`src/pmreg_pkg.sv`:
```
// pmreg_pkg: constants and carrier types for the management register bank
// assumes: used by pmreg_mdio_slave and pmreg_bank, no other dependency
package pmreg_pkg;

  // register indices on the management bus
  localparam logic [4:0] REG_CONTROL = 5'h00;
  localparam logic [4:0] REG_STATUS  = 5'h01;
  localparam logic [4:0] REG_IDENT_H = 5'h02;
  localparam logic [4:0] REG_IDENT_L = 5'h03;
  localparam logic [4:0] REG_ADVERT  = 5'h04;
  localparam logic [4:0] REG_PARTNER = 5'h05;
  localparam logic [4:0] REG_EXPAND  = 5'h06;

  // control bit positions
  localparam int CTL_SPEED_MSB  = 6;
  localparam int CTL_COL_TEST   = 7;
  localparam int CTL_DUPLEX     = 8;
  localparam int CTL_RESTART_AN = 9;
  localparam int CTL_ISOLATE    = 10;
  localparam int CTL_POWER_DOWN = 11;
  localparam int CTL_AN_ENABLE  = 12;
  localparam int CTL_SPEED_LSB  = 13;
  localparam int CTL_LOOPBACK   = 14;
  localparam int CTL_SW_RESET   = 15;

  // status bit positions
  localparam int STS_JABBER  = 1;
  localparam int STS_LINK    = 2;
  localparam int STS_RFAULT  = 4;
  localparam int STS_AN_DONE = 5;

  // hardware reset values
  localparam logic [15:0] CONTROL_HW_RESET = 16'h1140;
  localparam logic [15:0] ADVERT_HW_RESET  = 16'h05e1;
  // writable masks
  localparam logic [15:0] CONTROL_WR_MASK  = 16'hffc0;
  localparam logic [15:0] ADVERT_WR_MASK   = 16'hade0;
  // control bits kept through a software reset
  localparam logic [15:0] CONTROL_SW_KEEP  = 16'h3140;

  // fixed parts
  localparam logic [15:0] STATUS_FIXED     = 16'h7949;
  localparam logic [4:0]  ADVERT_SELECTOR  = 5'h01;

  // frame fields
  localparam logic [1:0] OP_READ  = 2'h2;
  localparam logic [1:0] OP_WRITE = 2'h1;
  localparam int         FRAME_BITS = 32;

  typedef struct packed {
    logic        valid;
    logic        write;
    logic [4:0]  reg_addr;
    logic [15:0] wdata;
  } pmreg_req_t;

  typedef struct packed {
    logic        link_up;
    logic        jabber;
    logic        remote_fault;
    logic        an_complete;
    logic        partner_an_able;
    logic [15:0] partner_word;
  } pmreg_line_t;

endpackage

```
`src/pmreg_mdio_slave.sv`:
```
// pmreg_mdio_slave: serial management frame receiver and read shifter
// assumes: mdc and mdio input already synchronised to i_clk by the caller
`timescale 1ns/1ns
module pmreg_mdio_slave (
  input  wire logic               i_clk,
  input  wire logic               i_resetn,
  input  wire logic               i_ce,
  input  wire logic               i_mdc_rise,
  input  wire logic               i_mdio,
  input  wire logic [4:0]         i_phy_addr,
  input  wire logic [15:0]        i_rdata,
  output pmreg_pkg::pmreg_req_t   o_req,
  output logic                    o_rd_done,
  output logic                    o_mdio_out,
  output logic                    o_mdio_oe
);

  typedef enum logic [1:0] {PMREG_IDLE, PMREG_HEAD, PMREG_READ,
                            PMREG_WRITE} pmreg_state_t;

  pmreg_state_t state;
  logic [13:0]  head;
  logic [4:0]   count;
  logic [15:0]  shift;
  logic         mine;
  logic         load;

  // preamble is optional: a 0 then 1 start is seen after any idle ones
  always_ff @(posedge i_clk) begin
    if (!i_resetn) begin
      state      <= PMREG_IDLE;
      head       <= 14'h3fff;
      count      <= 5'h00;
      shift      <= 16'h0000;
      mine       <= 1'b0;
      load       <= 1'b0;
      o_req      <= '0;
      o_rd_done  <= 1'b0;
      o_mdio_out <= 1'b0;
      o_mdio_oe  <= 1'b0;
    end else if (i_ce) begin
      o_req.valid <= 1'b0;
      o_rd_done   <= 1'b0;
      load        <= 1'b0;
      // read data is taken one clock after the header decode, once the
      // new register index has reached the bank's read mux
      if (load) begin
        shift      <= i_rdata;
        o_mdio_out <= i_rdata[15];
        o_mdio_oe  <= 1'b1;
      end
      if (i_mdc_rise) begin
        case (state)
          PMREG_IDLE: begin
            head <= {head[12:0], i_mdio};
            if (!head[0] && i_mdio) begin
              state <= PMREG_HEAD;
              count <= 5'h00;
            end
          end
          PMREG_HEAD: begin
            head  <= {head[12:0], i_mdio};
            count <= count + 5'h01;
            if (count == 5'd13) begin
              // head holds op(2) phy(5) reg(5) and the first ta bit
              mine           <= (head[10:6] == i_phy_addr);
              o_req.reg_addr <= head[5:1];
              o_req.write    <= (head[12:11] == pmreg_pkg::OP_WRITE);
              count          <= 5'h00;
              if (head[10:6] == i_phy_addr &&
                  head[12:11] == pmreg_pkg::OP_READ) begin
                state <= PMREG_READ;
                load  <= 1'b1;
              end else begin
                // foreign or odd frames are skipped whole, so that
                // their data bits cannot pose as a start
                state <= PMREG_WRITE;
              end
            end
          end
          PMREG_READ: begin
            shift      <= {shift[14:0], 1'b0};
            o_mdio_out <= shift[14];
            count      <= count + 5'h01;
            if (count == 5'd15) begin
              o_mdio_oe <= 1'b0;
              o_rd_done <= mine;
              state     <= PMREG_IDLE;
              head      <= 14'h3fff;
            end
          end
          PMREG_WRITE: begin
            shift <= {shift[14:0], i_mdio};
            count <= count + 5'h01;
            if (count == 5'd15) begin
              o_req.valid <= mine && o_req.write;
              o_req.wdata <= {shift[14:0], i_mdio};
              state       <= PMREG_IDLE;
              head        <= 14'h3fff;
            end
          end
          default: state <= PMREG_IDLE;
        endcase
      end
    end
  end

endmodule

```
`src/pmreg_bank.sv`:
```
// pmreg_bank: management register bank of the transceiver
// assumes: one clock i_clk at 250 MHz; mdc far slower, sampled as data;
// line-side conditions arrive from logic on the same clock
`timescale 1ns/1ns

module pmreg_bank #(
  parameter logic [15:0] IDENT_HIGH = 16'h1234, // arbitrary value
  parameter logic [5:0]  IDENT_OUI  = 6'h15,    // arbitrary value
  parameter logic [5:0]  IDENT_MODEL = 6'h2a,   // arbitrary value
  parameter logic [3:0]  IDENT_REV  = 4'h1      // arbitrary value
) (
  input  wire logic                   i_clk,
  input  wire logic                   i_resetn,
  input  wire logic                   i_ce,
  input  wire logic [2:0]             i_strap,
  input  wire logic                   i_mdc,
  input  wire logic                   i_mdio,
  input  wire pmreg_pkg::pmreg_line_t i_line,
  output logic                        o_mdio,
  output logic                        o_mdio_oe,
  output logic [1:0]                  o_speed,
  output logic                        o_full_duplex,
  output logic                        o_col_test,
  output logic                        o_an_enable,
  output logic                        o_an_restart,
  output logic                        o_isolate,
  output logic                        o_power_down,
  output logic                        o_loopback,
  output logic                        o_soft_reset
);

  logic [1:0]  mdc_sync;
  logic [1:0]  mdio_sync;
  logic        mdc_prev;
  logic [2:0]  strap_s1;
  logic [2:0]  strap_s2;
  logic        strap_taken;
  logic [4:0]  phy_addr;
  logic [15:0] control;
  logic [15:0] advert;
  logic        link_ll;
  logic        jabber_lh;
  logic        rfault_lh;
  logic        mdc_rise;
  logic [15:0] rdata;
  logic        rd_done;
  logic        sw_reset;
  pmreg_pkg::pmreg_req_t req;

  function automatic logic [15:0] wr_merge(input logic [15:0] cur,
                                           input logic [15:0] wd,
                                           input logic [15:0] mask);
    wr_merge = (cur & ~mask) | (wd & mask);
  endfunction

  // pins cross two flops; the edge detector reads only the second stage
  always_ff @(posedge i_clk) begin
    if (!i_resetn) begin
      mdc_sync  <= 2'h0;
      mdio_sync <= 2'h3;
      mdc_prev  <= 1'b0;
    end else if (i_ce) begin
      mdc_sync  <= {mdc_sync[0], i_mdc};
      mdio_sync <= {mdio_sync[0], i_mdio};
      mdc_prev  <= mdc_sync[1];
    end
  end

  // straps keep sampling under reset so the pin level is ready at release
  always_ff @(posedge i_clk) begin
    if (i_ce) begin
      strap_s1 <= i_strap;
      strap_s2 <= strap_s1;
    end
  end

  assign mdc_rise = mdc_sync[1] && !mdc_prev;

  // strap is caught by a clock after release, never under reset
  always_ff @(posedge i_clk) begin
    if (!i_resetn) begin
      strap_taken <= 1'b0;
      phy_addr    <= 5'h00;
    end else if (i_ce && !strap_taken) begin
      strap_taken <= 1'b1;
      phy_addr    <= {2'h0, strap_s2[2], ~strap_s2[1:0]};
    end
  end

  // the first valid read must wait until the strap settles
  pmreg_mdio_slave u_slave (
    .i_clk      (i_clk),
    .i_resetn   (i_resetn),
    .i_ce       (i_ce),
    .i_mdc_rise (mdc_rise && strap_taken),
    .i_mdio     (mdio_sync[1]),
    .i_phy_addr (phy_addr),
    .i_rdata    (rdata),
    .o_req      (req),
    .o_rd_done  (rd_done),
    .o_mdio_out (o_mdio),
    .o_mdio_oe  (o_mdio_oe)
  );

  assign sw_reset = control[pmreg_pkg::CTL_SW_RESET];

  // control: software reset takes one cycle, then self-clears
  always_ff @(posedge i_clk) begin
    if (!i_resetn) begin
      control <= pmreg_pkg::CONTROL_HW_RESET;
    end else if (i_ce) begin
      if (sw_reset) begin
        control <= (control & pmreg_pkg::CONTROL_SW_KEEP);
      end else if (req.valid && req.reg_addr == pmreg_pkg::REG_CONTROL) begin
        control <= wr_merge(control, req.wdata,
                            pmreg_pkg::CONTROL_WR_MASK);
      end else begin
        control[pmreg_pkg::CTL_RESTART_AN] <= 1'b0;
      end
    end
  end

  always_ff @(posedge i_clk) begin
    if (!i_resetn) begin
      advert <= pmreg_pkg::ADVERT_HW_RESET;
    end else if (i_ce) begin
      if (sw_reset) begin
        advert <= pmreg_pkg::ADVERT_HW_RESET;
      end else if (req.valid && req.reg_addr == pmreg_pkg::REG_ADVERT) begin
        advert <= wr_merge(advert, req.wdata,
                           pmreg_pkg::ADVERT_WR_MASK);
      end
    end
  end

  // latches: new events win over the read clear in the same cycle
  always_ff @(posedge i_clk) begin
    if (!i_resetn) begin
      link_ll   <= 1'b0;
      jabber_lh <= 1'b0;
      rfault_lh <= 1'b0;
    end else if (i_ce) begin
      if (sw_reset) begin
        link_ll   <= 1'b0;
        jabber_lh <= 1'b0;
        rfault_lh <= 1'b0;
      end else if (rd_done && req.reg_addr == pmreg_pkg::REG_STATUS) begin
        link_ll   <= i_line.link_up;
        jabber_lh <= i_line.jabber;
        rfault_lh <= i_line.remote_fault;
      end else begin
        link_ll   <= link_ll & i_line.link_up;
        jabber_lh <= jabber_lh | i_line.jabber;
        rfault_lh <= rfault_lh | i_line.remote_fault;
      end
    end
  end

  // read mux; unmapped indices read zero
  always_comb begin
    rdata = 16'h0000;
    case (req.reg_addr)
      pmreg_pkg::REG_CONTROL: rdata = control;
      pmreg_pkg::REG_STATUS: begin
        rdata = pmreg_pkg::STATUS_FIXED;
        rdata[pmreg_pkg::STS_JABBER]  = jabber_lh;
        rdata[pmreg_pkg::STS_LINK]    = link_ll;
        rdata[pmreg_pkg::STS_RFAULT]  = rfault_lh;
        rdata[pmreg_pkg::STS_AN_DONE] = i_line.an_complete;
      end
      pmreg_pkg::REG_IDENT_H: rdata = IDENT_HIGH;
      pmreg_pkg::REG_IDENT_L: rdata = {IDENT_OUI, IDENT_MODEL,
                                       IDENT_REV};
      pmreg_pkg::REG_ADVERT: rdata = {advert[15:5],
                                      pmreg_pkg::ADVERT_SELECTOR};
      pmreg_pkg::REG_PARTNER: rdata = i_line.partner_word;
      pmreg_pkg::REG_EXPAND: rdata = {15'h0000,
                                      i_line.partner_an_able};
      default: rdata = 16'h0000;
    endcase
  end

  // every output is a flop
  always_ff @(posedge i_clk) begin
    if (!i_resetn) begin
      o_speed       <= 2'h2;
      o_full_duplex <= 1'b1;
      o_col_test    <= 1'b0;
      o_an_enable   <= 1'b1;
      o_an_restart  <= 1'b0;
      o_isolate     <= 1'b0;
      o_power_down  <= 1'b0;
      o_loopback    <= 1'b0;
      o_soft_reset  <= 1'b0;
    end else if (i_ce) begin
      o_speed       <= {control[pmreg_pkg::CTL_SPEED_MSB],
                        control[pmreg_pkg::CTL_SPEED_LSB]};
      o_full_duplex <= control[pmreg_pkg::CTL_DUPLEX];
      o_col_test    <= control[pmreg_pkg::CTL_COL_TEST];
      o_an_enable   <= control[pmreg_pkg::CTL_AN_ENABLE];
      o_an_restart  <= control[pmreg_pkg::CTL_RESTART_AN];
      o_isolate     <= control[pmreg_pkg::CTL_ISOLATE];
      o_power_down  <= control[pmreg_pkg::CTL_POWER_DOWN];
      o_loopback    <= control[pmreg_pkg::CTL_LOOPBACK];
      o_soft_reset  <= sw_reset;
    end
  end

endmodule

```
`config.mk`:
```
export PLATFORM = sky130hd
export DESIGN_NAME = pmreg_bank
export DESIGN_NICKNAME = d
export VERILOG_FILES = /design/src/pmreg_pkg.sv /design/src/pmreg_mdio_slave.sv /design/src/pmreg_bank.sv
export SDC_FILE = /design/constraint.sdc
export NUM_CORES = 1
export LEC_CHECK = 0
export BUFFER_PORTS_ARGS = -buffer_cell sky130_fd_sc_hd__buf_4
export CAP_MARGIN = 20
export CORE_MARGIN = 5
export CORE_UTILIZATION = 40
export DETAILED_ROUTE_END_ITERATION = 8
export GPL_TIMING_DRIVEN = 0
export PLACE_DENSITY_LB_ADDON = 0.08
export SLEW_MARGIN = 20
export SYNTH_ARGS = -nofsm -noshare
export SYNTH_HDL_FRONTEND = slang
export SYNTH_SLANG_ARGS = --single-unit
```
`constraint.sdc`:
```
create_clock -name i_clk -period 6.07 [get_ports i_clk]
set_clock_uncertainty 0.15 [all_clocks]
set_input_delay 0.607 -clock i_clk [delete_from_list [all_inputs] [get_ports i_clk]]
set_output_delay 0.607 -clock i_clk [all_outputs]
set_load 0.02 [all_outputs]
```
# --- Word-level counts from Yosys, hierarchy flattened ---
# Cells that the tools add are included.
word_totals:
  register_bits: 124
  latch_bits: 0
  mem_bits_rw: 0
  mem_bits_ro: 0
  wordCells: 134
  memories: 0
op_classes:
  n_addsub: 1
  multipliers: 0
  div_mod_pow: 0
  magnitude_cmp: 0
  eq_ne: 17
  shift: 0
  muxes: 47
  n_bitwise: 7
  n_reduce_logical: 26
ops:
  columns: ["op", "count"]
  rows:
  - ["16-bit 2-to-1 mux", 7]
  - ["16-bit one-hot mux with 7 select lines", 1]
  - ["16-bit one-hot mux with 2 select lines", 1]
  - ["13-bit one-hot mux with 2 select lines", 1]
  - ["1-bit 2-to-1 mux", 24]
  - ["23-bit 2-to-1 mux", 1]
  - ["6-bit 2-to-1 mux", 3]
  - ["15-bit by 16-bit bitwise OR with 16-bit output", 1]
  - ["6-bit by 16-bit bitwise OR with 16-bit output", 1]
  - ["5-bit by 3-bit equality test with 1-bit output, second input constant", 3]
  - ["5-bit one-hot mux with 3 select lines", 1]
  - ["13-bit 2-to-1 mux", 1]
  - ["5-bit by 2-bit equality test with 1-bit output, second input constant", 2]
  - ["5-bit by 4-bit equality test with 1-bit output, second input constant", 2]
  - ["5-bit 2-to-1 mux", 2]
  - ["1-bit logical AND", 9]
  - ["9-bit 2-to-1 mux", 1]
  - ["3-bit AND reduction", 3]
  - ["4-bit AND reduction", 2]
  - ["2-bit equality test, second input constant", 3]
  - ["2-bit 2-to-1 mux", 3]
  - ["2-bit by 1-bit != test with 1-bit output, second input constant", 3]
  - ["2-bit one-hot mux with 3 select lines", 1]
  - ["5-bit by 1-bit adder with 5-bit output, second input constant", 1]
  - ["other kinds (14)", 21]

# --- Longest topological paths before layout ---
# Gate-level depths: netlist of the first run.
depth:
  depth_word: 6
  depth_mapped: 7
  depth_no_buf: 6

# --- By module ---
# Synthesis of the first run repeated with hierarchy kept, for this count alone.
unflattened:
  cells_unflattened: 514
  area_unflattened_um2: 4815.9
by_module_without_submodules:
  columns: ["module", "n_inst", "cells_per_inst", "area_per_inst_um2", "seq_area_each_um2"]
  rows:
  - ["pmreg_mdio_slave", 1, 286, 2637.5, 1261.2]
  - ["pmreg_bank", 1, 228, 2178.3, 980.9]

# --- Least setup slack after synthesis of the first run ---
# Ideal clock, no wire load.
synth_timing:
  path_kind: "input to register"
  start: "input i_resetn"
  end: "register u_slave.shift[6]"
  arrival_time_ns: 1.789
  slack_ns: 4.052
  cell_stages: 5
  path_buffers: 1
  cell_sequence: "clkbuf_1 clkinv_1 nor4_1 o211ai_1 o211ai_1"
synth_rtl:
  columns: ["item", "line", "text"]
  rows:
  - ["start: declaration", "pmreg_bank.sv:13", "input wire logic i_resetn,"]
  - ["end signal: assignment", "pmreg_mdio_slave.sv:48", "shift <= i_rdata;"]
  - ["end signal: assignment", "pmreg_mdio_slave.sv:82", "shift <= {shift[14:0], 1'b0};"]
  - ["end signal: assignment", "pmreg_mdio_slave.sv:93", "shift <= {shift[14:0], i_mdio};"]
  - ["end: declaration", "pmreg_mdio_slave.sv:24", "logic [15:0] shift;"]

==> summary.txt, run 1 <==
Power and ir drop
  • P per Cell Area: 264 mW/mm²
  • Worst IR Drop VDD: approximately 0.22 mV
  • Combinational Power Share: approximately 5%
  • Tot Pwr: approximately 1.4 mW
  • Sequential Power Share: approximately 50%
  • Pleak: 1.89 nW
  • Sw frac: a little over a fifth
  • Part of the power in the clock network: around 45%
  • Power Internal: 1.11 mW
  • P_sw: a little over 0.3 mW

Placed design
  • GP Congestion: approximately 0.9
  • Post-detailed-placement half-perimeter wirelength: a little over 10,000 µm
  • PortBufs: 39
  • DP Area: between 0.005 and 0.006 mm²
  • DP Cell Count: just under 700

Clocking
  • Post-CTS Setup Inserts: 0
  • CTS tree: done
  • Bufs on Longest Clock Path: 2
  • Htree depth: 3
  • Worst-path clk slew: ~0.070 ns
  • Sink Count: roughly 100
  • Root buffer cell: clkbuf_16
  • Hold Buf Count CTS: 0
  • PostCTS Resize Cnt: 0
  • CTS Buf Count: 9
  • Clk Latency, worst-skew pair: 0.36 ns

Timing
  • Final setup fails: 0
  • Post-route minimum period: about 2.6 ns
  • Worst slew pin tran: a little under 0.9 ns
  • Fmax: roughly 390 MHz
  • Fin. max-slew vios: 0
  • Worst slew margin: between 40% and 50%
  • Final hold violations: 0
  • Final Cycle Share: between 40% and 50%
  • Post-route setup TNS: 0 ns
  • RSZ-0062 raised after global routing: no

Setup path
  • Crit path max fanout: 9
  • Cell breakdown of the critical path: clkbuf_1 > clkinv_1 > nor4_1 > o211ai_1 > o211ai_1
  • Crit path DAT: 2.69 ns
  • Critical path launch point type: input pin
  • RR Startpoint: u_slave.o_req[18]$_SDFFE_PN0P_
  • Critical R2R Capture: u_slave.o_mdio_out$_SDFFE_PN0P_
  • Slowest cell on crit path: nor4_1
  • FF-to-FF path depth: 6
  • Slowest stage delay, CP: approximately 0.86 ns
  • Crit. Startpoint: i_resetn
  • Flop-to-flop setup slack: about 3.5 ns
  • Setup crit end kind: register
  • CP dominant cell by count: o211ai_1
  • Critical path type: in2reg
  • Crit path to: u_slave.shift[8]$_SDFFE_PN0P_
  • CP required: 6.20 ns

Layout
  • Layout Nets: ~590
  • Area growth, synth to finish: 17.6%
  • Finished Core Util: between 40% and 50%
  • N_diodes: 0
  • Final Cell Area: 0.00538 mm²
  • Final Non-Filler Cells: 704
  • Fraction of layout cells with a size suffix above 1: between 10% and 20%

Yosys
  • Seq/Total Area, Yosys: between 40% and 50%
  • Synth unique cells: 62
  • Syn Nets: between 500 and 600
  • Avg Inst Size Synth: approximately 9 µm²
  • Yosys top cell by area: dfxtp_1
  • Main area contributors after synthesis: dfxtp_1, mux2i_1, nand2_1
  • Mapped Area: ~0.0046 mm²
  • EDFF count, synth: 6
  • Post-Synthesis Cells: around 510
  • Most common cell in the netlist: dfxtp_1
  • Synthesis-stage register bit count: 104
  • Post-synth ARST share: 0%
  • Yosys Warn Count: 0
  • Post-synth top cells: dfxtp_1, nand2_1, mux2i_1, nor2_1, o21ai_0
  • Synth top area share: 42.9%
  • Top FF cell, synth: dfxtp_1

Route
  • Drt pass-1 iters: 5
  • Vias/cell: 5.85
  • Post-DR wirelength/cell: between 15 and 20 µm
  • Antenna-violating nets left: 0
  • Routed WL: about 14,000 µm
  • # DRC: 0
  • Iter 0 DRT Violations: ~250
  • Vias: about 4,100

Floorplan
  • Die width: 117 µm
  • Initial Utilization: between 40 and 50%
  • Core area: between 0.01 and 0.015 mm²
  • Die Span Y: around 120 µm
  • Cell row count: 39
  • IO Count: 41
  • DIE AREA: between 0.01 and 0.015 mm²

GRT
  • Grt total ovfl: 0
  • Total GRT Usage: 21.2%
  • Antenna violations before repair: 0
  • Largest net degree at the start of global routing: 17
  • First-pass GRT wire length: ~22,000 µm
  • Vias in the first global route: 3,880

Run status
  • Status: finished clean

Min path
  • Hold Path Class: reg2reg

Run
  • Max-cap viol count: 0
==> registers in the layout, indices dropped and copies added (netlist names), 2 cells and up <==
signal	cells
mdio_sync	2
u_slave.o_req	18
u_slave.head	13
strap_s2	3
strap_s1	3
u_slave.state	2
control	10
mdc_sync	2
advert	8
o_speed	2
phy_addr	3
u_slave.shift	15
u_slave.count	5
==> placed cells by master, fill, tap and decap left out, types with 3 or more instances in the layout <==
cell type	netlist	final
nand3_1	27	27
a22o_1	3	3
dfxtp_1	98	98
a21oi_1	17	17
clkbuf_1	24	24
o2bb2ai_1	3	3
nand2b_1	14	14
o22a_1	5	5
buf_1	7	7
o22ai_1	19	19
buf_2	4	4
a211oi_1	3	3
a31oi_1	7	7
buf_4	0	39
and4b_1	3	3
o211ai_1	9	9
a2bb2oi_1	5	5
nor4_1	4	4
o21a_1	3	3
nor3_1	3	3
inv_1	13	13
xnor2_1	3	3
o221ai_1	5	5
clkbuf_16	0	9
nor2_1	34	34
a32oi_1	4	4
nand4_1	5	5
mux2i_1	34	34
nand2_1	59	59
edfxtp_1	6	6
o21ai_0	28	28
and2_1	3	3
nand4b_1	5	5
ha_1	3	3
a22oi_1	5	5
==> worst min path at each step <==
| stage | startpoint | cells after the start | end | slack, ns |
|---|---|---|---|---|
| after detailed placement | strap_s1[0]$_DFFE_PP_ | 0 | strap_s2[0]$_DFFE_PP_ | 0.26 |
| after global routing | i_strap[2] | 1 | strap_s1[2]$_DFFE_PP_ | 0.26 |
| after CTS | i_strap[2] | 1 | strap_s1[2]$_DFFE_PP_ | 0.27 |
| final | strap_s1[0]$_DFFE_PP_ | 0 | strap_s2[0]$_DFFE_PP_ | 0.27 |
| after floorplan | strap_s1[0]$_DFFE_PP_ | 0 | strap_s2[0]$_DFFE_PP_ | 0.25 |
| after global placement | strap_s1[1]$_DFFE_PP_ | 0 | strap_s2[1]$_DFFE_PP_ | 0.26 |
==> worst max-delay path: cells and delay by family <==
family,cells,cell delay [ns]
and+or+nand+nor,1,0.86
AOI/OAI and AO/OA,2,0.40
buffers and inverters,2,0.83
==> power groups by stage <==
stage | registers (mW) | clock network (mW) | logic [mW]
2_1_floorplan | 0.719 | 0 | 0.0392
3_3_place_gp | 0.721 | 0 | 0.0699
3_5_place_dp | 0.722 | 0 | 0.0708
4_1_cts | 0.706 | 0.656 | 0.0711
5_1_grt | 0.706 | 0.685 | 0.0775
6_report | 0.706 | 0.642 | 0.0713
==> through the flow <==
stage | hold WS, ns | worst slack, ns
floorplan | 0.250 | 4.05
global placement | 0.260 | 3.31
detailed placement | 0.262 | 3.31
CTS | 0.265 | 3.57
global route | 0.259 | 3.40
finish | 0.272 | 3.51
==> routing by layer <==
| layer | part of all wire, % | track usage (%) |
|---|---|---|
| met1 | 42 | 26.1 |
| met2 | 49 | 35.8 |
| met3 | 6.4 | 5.60 |
| met4 | 2.6 | 7.87 |
| met5 | 0 | 0 |
==> kinds of logic after synthesis <==
kind of cell,synth area share (%)
and+or+nand+nor,19.7
adders and majority gates,0.821
DFF,46.8
AOI/OAI and AO/OA,19.7
muxes,7.69
xor gates and xnor gates,0.575
buffers and inverters,4.71
==> layout make-up <==
type	instances	area, µm²
multi-input combinational	350	2220
fill	1141	5940
clock buffer	11	253
tap	143	179
inverter	15	56.3
timing repair buffer	39	293
sequential	104	2140
clock inverter	5	78.8
buffer	37	159
No activity file was read; power rests on OpenSTA's default activity.
==> inputs of run 2 (changes only) <==
- clock period: 6.07 -> 2.63 ns (I/O delays scaled with it)
==> run 2 against run 1 <==
Compared with the run above: clock power increased by 130%; sequential cell count unchanged; cell area increased by 0.95%; critical path depth unchanged; sequential share of layout area decreased by 0.38 points; global-route usage increased by 0.11 points; register-to-register slack got worse by 3.2 ns; core utilization increased by 0.45 points; first-iteration DRC count increased by 16%; clock-buffer cell count unchanged.
==> summary.txt, run 2 (synthesis results as in run 1) <==
Route
  • # DRC: 0 (unchanged)
  • Vias: 4,083 (was 4,116)
  • Vias/cell: 5.76 (was 5.85)
  • Antenna-violating nets left: 0 (unchanged)
  • Routed WL: 13,900 µm (about the same)
  • Drt pass-1 iters: 5 (unchanged)
  • Iter 0 DRT Violations: 285 (was 246)
  • Post-DR wirelength/cell: 19.6 µm (was 19.7 µm)

Timing
  • Fmax: between 400 and 500 MHz
  • RSZ-0062 raised after global routing: no (unchanged)
  • Post-route minimum period: approximately 2.3 ns
  • Worst slew margin: 42.2% (was 41.0%)
  • Final setup fails: 0 (unchanged)
  • Post-route setup TNS: 0 ns (unchanged)
  • Worst slew pin tran: 0.859 ns (was 0.877 ns)
  • Fin. max-slew vios: 0 (unchanged)
  • Final Cycle Share: 87.4%
  • Final hold violations: 0 (unchanged)

Clocking
  • Bufs on Longest Clock Path: 2 (unchanged)
  • Htree depth: 3 (unchanged)
  • Clk Latency, worst-skew pair: 0.36 ns (about the same)
  • Sink Count: 104 (unchanged)
  • Root buffer cell: clkbuf_16 (unchanged)
  • CTS tree: done (unchanged)
  • CTS Buf Count: 9 (unchanged)
  • Worst-path clk slew: 0.07 ns (about the same)
  • Post-CTS Setup Inserts: 0 (unchanged)

Power and ir drop
  • P per Cell Area: 605 mW/mm² (was 264 mW/mm²)
  • Combinational Power Share: 5.2% (was 5.0%)
  • Sequential Power Share: 49.6% (was 49.7%)
  • Worst IR Drop VDD: 0.519 mV (was 0.225 mV)
  • Part of the power in the clock network: 45.2% (about the same)
  • Sw frac: 21.9% (was 21.8%)
  • P_sw: 0.719 mW (was 0.310 mW)
  • Power Internal: 2.57 mW (was 1.11 mW)
  • Pleak: 1.92 nW (was 1.89 nW)

Layout
  • Layout Nets: 593 (was 588)
  • Commonest non-fill, non-tap cell in the layout: dfxtp_1 (unchanged)
  • Max FFs per register: 18 (unchanged)
  • Filler cells: 1,135 (was 1,141)
  • Commonest cells after routing, fill and taps aside: dfxtp_1, nand2_1, buf_4 (unchanged)
  • Fraction of layout cells with a size suffix above 1: 12.0% (was 11.9%)
  • Area growth, synth to finish: 18.7% (was 17.6%)
  • Registers with the most flip-flops: u_slave.o_req (18), u_slave.shift (15), u_slave.head (13) (unchanged)
  • Final Cell Area: 0.00543 mm² (was 0.00538 mm²)
  • Largest Register: u_slave.o_req (unchanged)
  • Finished Core Util: 47.9% (was 47.5%)
  • N_diodes: 0 (unchanged)

Setup path
  • Slowest cell on crit path: nor4_1 (unchanged)
  • Buf/Inv on CP: 2 (unchanged)
  • Critical path type: reg2reg (was in2reg)
  • Cell breakdown of the critical path: clkbuf_1 > clkbuf_1 > nor4_1 > o211ai_1 > o211ai_1 (was clkbuf_1 > clkinv_1 > nor4_1 > o211ai_1 > o211ai_1)
  • Slowest stage delay, CP: 0.82 ns (was 0.86 ns)
  • Crit path DAT: 2.43 ns (was 2.69 ns)
  • CP required: 2.76 ns (was 6.20 ns)
  • Setup crit end kind: register (unchanged)
  • Crit path max fanout: 10 (was 9)
  • CP top delay family: simple AND/OR/NAND/NOR gates (unchanged)
  • Critical path launch point type: register (was input pin)

GRT
  • Total GRT Usage: 21.3% (was 21.2%)
  • Largest net degree at the start of global routing: 17 (unchanged)
  • First-pass GRT wire length: 21,800 µm (was 21,700 µm)
  • Antenna violations before repair: 0 (unchanged)
  • Vias in the first global route: 3,917 (was 3,880)
  • Grt total ovfl: 0 (unchanged)

Floorplan
  • Cell row count: 39 (unchanged)
  • DIE AREA: 0.0137 mm² (unchanged)
  • Core area: 0.0113 mm² (unchanged)
  • Die width: 117 µm (unchanged)
  • Die Span Y: 117 µm (unchanged)
  • IO Count: 41 (unchanged)
  • Initial Utilization: 40.4% (unchanged)

Placed design
  • DP Area: 0.00504 mm² (unchanged)
  • GP Congestion: 0.909 (unchanged)
  • PortBufs: 39 (unchanged)
  • Post-detailed-placement half-perimeter wirelength: 10,100 µm (unchanged)

Run
  • Max-cap viol count: 0 (unchanged)

Run status
  • Status: finished clean (unchanged)

Min path
  • Hold Path Class: in2reg (was reg2reg)
==> run 2: cell count changes in the layout (fill, tap and decap cells not counted), sizes merged <==
cell,delta
dlygate4sd3,+5
==> run 2: area by class of cell <==
| type | instances | area, µm² | share of cell area, % |
|---|---|---|---|
| plain buffers | 37 | 160 | 2.95 |
| clock buffers | 11 | 253 | 4.66 |
| clock inverters | 5 | 78.8 | 1.45 |
| inverters | 15 | 56.3 | 1.04 |
| multi-input cells | 350 | 2220 | 40.8 |
| flip-flops and latches | 104 | 2140 | 39.5 |
| well taps | 143 | 179 | 3.30 |
| repair buffers | 44 | 343 | 6.32 |
==> run 2: metal layers <==
layer  GRT usage, %  vias up  wire length [µm]
met5              0        -                 0
met4           7.87        0               366
met3           5.60       33               823
met2           36.0      137              6770
met1           26.3     1950              5940
li1               -     1963                 -
==> run 2: tightest hold or removal path, cell delays in order <==
cell,delay [ns]
buf_4,0.11
nand2_1,0.04
o22ai_1,0.07
==> run 2: worst paths after layout <==
kind,startpoint,end,slack (ns),cells past startpoint
min reg2reg,strap_s1[0]$_DFFE_PP_,strap_s2[0]$_DFFE_PP_,0.27,0
min,i_line[19],jabber_lh$_SDFFE_PN0P_,0.02,3
max reg2reg,u_slave.o_req[17]$_SDFFE_PN0P_,u_slave.shift[8]$_SDFFE_PN0P_,0.33,5
max,u_slave.o_req[17]$_SDFFE_PN0P_,u_slave.shift[8]$_SDFFE_PN0P_,0.33,5
==> run 2: power groups by stage <==
stage / combinational, mW / sequential [mW] / clock (mW)
after detailed placement: 0.163 / 1.67 / 0
final: 0.170 / 1.63 / 1.49
after global placement: 0.161 / 1.67 / 0
after global routing: 0.185 / 1.63 / 1.58
after CTS: 0.170 / 1.63 / 1.51
after floorplan: 0.0904 / 1.66 / 0
==> run 2: per-stage QoR <==
stage / hold slack [ns] / std cells / total power [mW] / setup WS, ns
finish: 0.0210 / 709 / 3.28 / 0.332
global route: 0.0267 / 709 / 3.40 / 0.168
CTS: 0.0116 / 709 / 3.31 / 0.159
detailed placement: 0.262 / 688 / 1.83 / 0.186
global placement: 0.260 / 688 / 1.83 / 0.173
floorplan: 0.212 / 506 / 1.75 / 0.648
==> run 2: repair_timing <==
action                                 4_1_cts  5_1_grt
gates resized for setup                      0        2
setup endpoints to repair                    0        4
hold buffers                                 5        0
endpoints found under the hold margin        5        0
